### src/dbg_regs_pkg.sv
// package: constants and carrier types for the debug register block
package dbg_regs_pkg;

    // status/control and forced reset bit positions
    localparam int BIT_PERMIT  = 7;
    localparam int BIT_ACTIVE  = 6;
    localparam int BIT_BKPT_EN = 5;
    localparam int BIT_FTS     = 4;
    localparam int BIT_COMM_CLOCK_SELECT   = 3;
    localparam int BIT_WS      = 2;
    localparam int BIT_WSF     = 1;
    localparam int BIT_DVF     = 0;
    localparam int BIT_FRST    = 0;

    // reset values
    localparam logic [7:0]  CTRL_RESET = 8'h00;
    localparam logic [15:0] BKPT_RESET = 16'h0000;
    localparam logic [7:0]  FRST_READ  = 8'h00;

    // serial command strobes carried as a group
    typedef struct packed {
        logic        wr_ctrl;
        logic        wr_bkpt;
        logic        wr_frst;
        logic        user_frst;
        logic [7:0]  wdata;
        logic [15:0] wbkpt;
    } host_cmd_s;

    // cpu-side observations
    typedef struct packed {
        logic        active;
        logic        wait_stop;
        logic        bgnd_exit;
        logic        run;
        logic        mem_fail;
        logic        addr_valid;
        logic [15:0] addr;
    } cpu_obs_s;

    // state of the block apart from the status, breakpoint and forced reset readback registers
    typedef struct packed {
        logic        permit;
        logic        bkpt_en;
        logic        force_tag_select;
        logic        comm_clock_select;
        logic        ws;
        logic        wait_stop_failure;
        logic        active;
        logic [15:0] bkpt;
        logic        force_bp;
        logic        tag_bp;
        logic        mcu_rst;
    } state_s;

endpackage

### src/debug_port_status_breakpoint_regs.sv
// debug status/control, breakpoint match and forced reset registers
`timescale 1ns/1ps
`default_nettype none

module debug_port_status_breakpoint_regs (
    // clock and reset
    input  wire logic                   CLK,
    input  wire logic                   RST,
    // serial debug command side
    input  wire dbg_regs_pkg::host_cmd_s CMD,
    output logic [7:0]                  STATUS_RD,
    output logic [15:0]                 BKPT_RD,
    output logic [7:0]                  FRST_RD,
    // cpu side
    input  wire dbg_regs_pkg::cpu_obs_s  CPU,
    output logic                        PERMIT_ACTIVE,
    output logic                        COMM_CLK_BUS,
    output logic                        FORCE_BKPT,
    output logic                        TAG_BKPT,
    output logic                        MCU_RESET_REQ
);
    import dbg_regs_pkg::*;

    state_s st_r;
    state_s st_nxt;

    // ************************************************************
    // match
    // ************************************************************
    function automatic logic addr_hit(input logic [15:0] a, input logic [15:0] b);
        return a == b;
    endfunction

    logic hit;
    assign hit = st_r.bkpt_en && CPU.addr_valid && addr_hit(CPU.addr, st_r.bkpt);

    // ************************************************************
    // next state
    // ************************************************************
    always_comb begin
        st_nxt = st_r;
        st_nxt.active = CPU.active;
        if (CMD.wr_ctrl) begin
            if (!st_r.active) begin
                // set only: once permitted, only a normal reset takes it away
                st_nxt.permit = st_r.permit | CMD.wdata[BIT_PERMIT];
            end
            st_nxt.bkpt_en = CMD.wdata[BIT_BKPT_EN];
            st_nxt.force_tag_select     = CMD.wdata[BIT_FTS];
            st_nxt.comm_clock_select   = CMD.wdata[BIT_COMM_CLOCK_SELECT];
        end
        if (CMD.wr_bkpt) begin
            st_nxt.bkpt = CMD.wbkpt;
        end
        // wait/stop status: hardware-only, command writes never touch it
        if (CPU.wait_stop || CPU.bgnd_exit) begin
            st_nxt.ws = 1'b1;
        end else if (CPU.run) begin
            st_nxt.ws = 1'b0;
        end
        // failure sticks until the cpu resumes; a new failure wins
        if (CPU.mem_fail) begin
            st_nxt.wait_stop_failure = 1'b1;
        end else if (CPU.run) begin
            st_nxt.wait_stop_failure = 1'b0;
        end
        st_nxt.force_bp = hit && st_r.force_tag_select;
        st_nxt.tag_bp   = hit && !st_r.force_tag_select;
        st_nxt.mcu_rst  = CMD.wr_frst && !CMD.user_frst && CMD.wdata[BIT_FRST];
    end

    always_ff @(posedge CLK or posedge RST) begin
        if (RST) begin
            st_r <= '0;
        end else begin
            st_r <= st_nxt;
        end
    end

    // ************************************************************
    // outputs
    // ************************************************************
    logic [7:0] stat_rd_r;
    logic [15:0] bkpt_rd_r;
    logic [7:0] frst_rd_r;
    always_ff @(posedge CLK or posedge RST) begin
        if (RST) begin
            stat_rd_r <= CTRL_RESET;
            bkpt_rd_r <= BKPT_RESET;
            frst_rd_r <= FRST_READ;
        end else begin
            stat_rd_r <= {st_nxt.permit, st_nxt.active, st_nxt.bkpt_en, st_nxt.force_tag_select,
                          st_nxt.comm_clock_select, st_nxt.ws, st_nxt.wait_stop_failure, 1'b0};
            bkpt_rd_r <= st_nxt.bkpt;
            frst_rd_r <= FRST_READ;
        end
    end

    assign STATUS_RD     = stat_rd_r;
    assign BKPT_RD       = bkpt_rd_r;
    assign FRST_RD       = frst_rd_r;
    assign PERMIT_ACTIVE = st_r.permit;
    assign COMM_CLK_BUS  = st_r.comm_clock_select;
    assign FORCE_BKPT    = st_r.force_bp;
    assign TAG_BKPT      = st_r.tag_bp;
    assign MCU_RESET_REQ = st_r.mcu_rst;
endmodule

`default_nettype wire
### config.mk
export PLATFORM = sky130hd
export DESIGN_NAME = debug_port_status_breakpoint_regs
export DESIGN_NICKNAME = d
export VERILOG_FILES = /design/src/dbg_regs_pkg.sv /design/src/debug_port_status_breakpoint_regs.sv
export SDC_FILE = /design/constraint.sdc
export NUM_CORES = 1
export LEC_CHECK = 0
export ABC_AREA = 1
export BUFFER_PORTS_ARGS = -buffer_cell sky130_fd_sc_hd__buf_2
export CAP_MARGIN = 40
export CORE_MARGIN = 2
export CORE_UTILIZATION = 25
export CTS_CLUSTER_SIZE = 16
export DETAILED_ROUTE_END_ITERATION = 8
export PLACE_DENSITY = 0.58
export SLEW_MARGIN = 10
export SYNTH_ARGS = -nofsm -noshare
export SYNTH_HDL_FRONTEND = slang
export SYNTH_SLANG_ARGS = --single-unit
### constraint.sdc
create_clock -name CLK -period 1.5 [get_ports CLK]
set_input_delay 0.3 -clock CLK [delete_from_list [all_inputs] [get_ports CLK]]
set_output_delay 0.3 -clock CLK [all_outputs]
set_load 0.01 [all_outputs]
Yosys cells after proc, flatten, opt, wreduce, memory -nomap -nowiden
Cells that the tools add are included.
Word-level totals
  register bits: 33
  logic and storage cells: 29
Operators by class
  eq/ne operators: 1
  bitwise logic cells: 1
  reduce and logical (&&, ||, !) cells: 9
  muxes and demuxes: 6
Operators with widths (count)
  equality test 16 bit: 1
  logical AND 1 bit: 6
  2-to-1 mux 1 bit: 5
  2-to-1 mux 4 bit: 1
  zero test 1 bit: 2
  logical OR 1 bit: 1
  bitwise OR 1 bit: 1

Longest topological paths before layout
  depth in word-level cells: 3
  depth in mapped cells: 8
  gate-level depth less buffers: 8

Worst setup path after synthesis
No wires, ideal clock.
  path kind: reg-to-reg
  start: register, netlist name BKPT_RD[1]
  end: register st_r, in the netlist TAG_BKPT
  buffers on the path: 0
  required time: 1.428 ns
  data arrival time: 0.906 ns
  cell stages (with the launch flop): 9
  path slack: 0.522 ns
  setup time: 0.072 ns
  period minus slack after synthesis: 0.978 ns
  cells stage by stage: dfrtp_1 > inv_1 > nand2_1 > nand2_1 > nor2_1 > nand2_1 > nor2_1 > nand3_1 > nor2_1
RTL lines
  to (signal assigned): RTL line debug_port_status_breakpoint_regs.sv:76  | st_r <= st_nxt;
  to (decl): RTL line debug_port_status_breakpoint_regs.sv:24  | state_s st_r;

Worst setup path after layout
  start: register bkpt_rd_r[10] (netlist: BKPT_RD[10])
  end: output port BKPT_RD[10]
RTL lines
  from (decl): RTL line debug_port_status_breakpoint_regs.sv:84  | logic [15:0] bkpt_rd_r;
  from (signal assigned): RTL line debug_port_status_breakpoint_regs.sv:94  | bkpt_rd_r <= st_nxt.bkpt;
  to (decl): RTL line debug_port_status_breakpoint_regs.sv:12  | output logic [15:0] BKPT_RD,
No word-level cell between the ends.

==> Flow_metrics.wiki <==
{| class="wikitable"
! Metric !! Value
|-
| Static leakage power || 0.00105 uW
|-
| Buffers & Inverters on Critical Path || 1
|-
| # resized after CTS || 0
|-
| Number of nets in the layout || 294
|-
| Worst path arrival time || 0.83 ns
|-
| Count of vias placed by the detailed router || 1152
|-
| Number of global-route vias before repair || 1155
|-
| Share of the synthesized netlist area taken by xor and xnor gates || 2.01%
|-
| Area grow syn2layout || 36.1%
|-
| Detailed-placement wirelength estimate || 2420 um
|-
| Final-layout setup total negative slack || 0 ns
|-
| Critical Setup Path Class || flip-flop to primary output
|-
| CTS hold repair buffers || 0
|-
| Initial DRC count || 39
|-
| Number of remaining DRC errors || 0
|-
| Average footprint of a synthesized cell || 7.92 um2
|-
| Number of port buffers || 76
|-
| Chip Width || 76.3 um
|-
| Number of max-slew violations in the final report || 0
|-
| Worst reg2reg endpoint || TAG_BKPT
|-
| Source-to-sink clock delay at the later pin of the worst-skew pair || 0.27 ns
|-
| Portion of netlist area occupied by mux cells || 4.31%
|-
| Final worst setup slack || 0.374 ns
|-
| Area fraction in and, or, nand and nor cells after synthesis || 19.6%
|-
| Critical-path cell list || buf_2
|-
| Type of destination of the critical path || primary output
|-
| Number of buffers created by CTS || 3
|-
| Maximum clock rate || 888 MHz
|-
| Number of storage elements in the synthesis netlist || 26
|-
| Final estimated routing congestion in global placement || 0.745
|-
| Depth of the most critical reg-to-reg path || 8
|-
| Remaining global-route overflow || 0
|-
| Top cells by area, synth || sky130_fd_sc_hd__dfrtp_1 50%, sky130_fd_sc_hd__nand2_1 16%, sky130_fd_sc_hd__inv_1 8.3%, sky130_fd_sc_hd__buf_4 6.3%, sky130_fd_sc_hd__o21ai_0 5.7%
|-
| Grt met1 use || 13.7%
|-
| Post-synthesis cell type with the largest combined area || sky130_fd_sc_hd__dfrtp_1
|-
| Sum of routed wire length over all layers || 3010 um
|-
| Setup repair after global routing missed its margin || no
|-
| Core utilization of the finished layout || 35.0%
|-
| Setup fix buffers added after clock tree synthesis || 0
|-
| Worst hold path class || input port to async pin
|-
| VDD IR-drop max || 377 uV
|-
| Most utilized layer in the global route result || met2
|-
| Met2 track demand over resource in global routing || 17.7%
|-
| Number of H-tree levels || 1
|-
| Top post-synthesis cells by count || 55 x sky130_fd_sc_hd__nand2_1, 29 x sky130_fd_sc_hd__inv_1, 26 x sky130_fd_sc_hd__dfrtp_1
|-
| Max Cap Viol || 0
|-
| Average wire per standard cell || 9.67 um
|-
| Startpoint of the most critical register-to-register path || BKPT_RD[6]
|-
| Post-route ant nets || 0
|-
| Cell area power density || 880 nW/um2
|-
| Share of synthesized flip-flops with an asynchronous set or reset || 100%
|-
| Endpoints failing setup || 0
|-
| Run status || finished clean
|-
| Antenna violations before repair || 0
|-
| Area share of the largest cell type after synthesis || 49.8%
|-
| Required time of the worst setup path || 1.20 ns
|-
| Starting Density || 25.7%
|-
| Pre-CTS worst setup slack || 0.380 ns
|-
| Clock transition at the registers of the reported paths || 0.09 ns
|-
| Final standard cell area without fillers || 1780 um2
|-
| GRT Total Usage || 10.6%
|-
| CP Launch Type || flip-flop
|-
| I/O pin count || 89
|-
| Floorplan Core Area || 5070 um2
|-
| Number of enable-type register cells in the synthesized netlist || 0
|-
| CTS tree || yes
|-
| Final Hold Violating Endpoints || 0
|-
| Global-route wire length before repair || 5040 um
|-
| Maximum fanout count along the critical path || 3
|-
| Most used flip-flop cell after synthesis || sky130_fd_sc_hd__dfrtp_1
|-
| Fraction of layout instances using a drive strength above 1 || 36.5%
|-
| Via/cell ratio || 3.70
|-
| Number of clock sinks seen by CTS || 26
|-
| Post-route fraction of the period consumed by the critical path || 75.1%
|-
| Largest net degree at the start of global routing || 27
|-
| Cell area after placement || 1720 um2
|-
| Worst path max stage delay || 0.41 ns
|-
| Layout Skew || 0.00514 ns
|-
| Antenna cells || 0
|-
| Final period demand of the worst path || 1.13 ns
|-
| Met3 Resource Use GR || 2.84%
|-
| Sequential element share of the synthesized area || 49.8%
|-
| Die span in y || 76.3 um
|-
| Complex-gate fraction of the synthesized area || 8.24%
|-
| Largest delay contributor family on the critical path || flip-flops
|-
| Slowest cell on crit path || sky130_fd_sc_hd__dfrtp_1
|-
| Die Area || 5820 um2
|-
| Most frequently used cell type in the post-synthesis netlist || sky130_fd_sc_hd__nand2_1
|-
| Largest family of logic cells by synthesized area || simple AND/OR/NAND/NOR gates
|-
| Synth cell types || 17
|-
| Drt first pass iters || 4
|-
| Maximum buffer depth of the clock tree || 2
|-
| Yosys Warn Count || 0
|-
| Std cell rows || 26
|-
| Adder-cell area share of the yosys netlist || 0%
|-
| Minimum setup slack among reg-to-reg paths || 0.40 ns
|-
| Syn Inst Count || 165
|-
| Clock root buffer master || sky130_fd_sc_hd__clkbuf_8
|-
| Mapped cell area || 1310 um2
|}
-- report_power, final --
group          switching (uW)  internal, uW
Sequential               35.3           753
Clock                     219           234
Combinational             176           147
-- through the flow --
| stage | std cells | total power, uW | hold slack (ns) |
|---|---|---|---|
| after floorplan | 173 | 996 | 0.331 |
| after global placement | 307 | 1130 | 0.384 |
| after detailed placement | 307 | 1130 | 0.385 |
| after CTS | 311 | 1610 | 0.0779 |
| after global routing | 311 | 1680 | 0.104 |
| final | 311 | 1560 | 0.0683 |
-- layout make-up --
| class | count | area [um2] |
|---|---|---|
| inverters | 29 | 109 |
| fillers | 567 | 3300 |
| repair buffers | 78 | 395 |
| well taps | 70 | 87.6 |
| clock buffers | 4 | 55.1 |
| multi-input cells | 104 | 480 |
| flip-flops and latches | 26 | 651 |
-- layout by cell type, fill, tap and decap left out --
cell,Yosys,final
sky130_fd_sc_hd__xnor2_1,2,2
sky130_fd_sc_hd__nand3_1,1,1
sky130_fd_sc_hd__dfrtp_1,26,26
sky130_fd_sc_hd__buf_4,11,2
sky130_fd_sc_hd__a211o_1,1,1
sky130_fd_sc_hd__conb_1,1,9
sky130_fd_sc_hd__buf_2,2,76
sky130_fd_sc_hd__xor2_1,1,1
sky130_fd_sc_hd__o21ai_0,15,15
sky130_fd_sc_hd__clkbuf_8,0,4
sky130_fd_sc_hd__o211ai_1,1,1
sky130_fd_sc_hd__nand2_1,55,55
sky130_fd_sc_hd__nor2_1,12,12
sky130_fd_sc_hd__inv_1,29,29
sky130_fd_sc_hd__a21o_1,1,1
sky130_fd_sc_hd__mux2_2,5,5
sky130_fd_sc_hd__a31o_2,1,1
-- flip-flops by register name (all words and copies together), names as in the netlist --
signal	cells
BKPT_RD	16
FORCE_BKPT	1
MCU_RESET_REQ	1
STATUS_RD	7
TAG_BKPT	1
-- logic make-up (layout without fill, tap and decap cells) --
logic type      after synthesis  in the layout
simple gates                 68             68
buf+inv                      43            111
flops                        26             26
compound gates               19             19
mux                           5              5
xor+xnor                      3              3
other cells                   1              9
-- worst max path at each step --
stage	start	endpoint	slack, ns	cells after the start
2_1_floorplan	BKPT_RD[1]	TAG_BKPT	0.52	8
3_3_place_gp	CPU[16]	TAG_BKPT	0.39	9
3_5_place_dp	CPU[16]	TAG_BKPT	0.38	9
4_1_cts	BKPT_RD[10]	BKPT_RD[10]	0.35	1
5_1_grt	BKPT_RD[3]	TAG_BKPT	0.27	7
6_report	BKPT_RD[10]	BKPT_RD[10]	0.37	1
-- per-layer routing --
layer | vias to the layer above | wire, um
met5 | - | 0
met4 | 0 | 17
met3 | 2 | 221
met2 | 44 | 1390
met1 | 480 | 1370
li1 | 626 | -
Power figures use the tool's default switching activity.
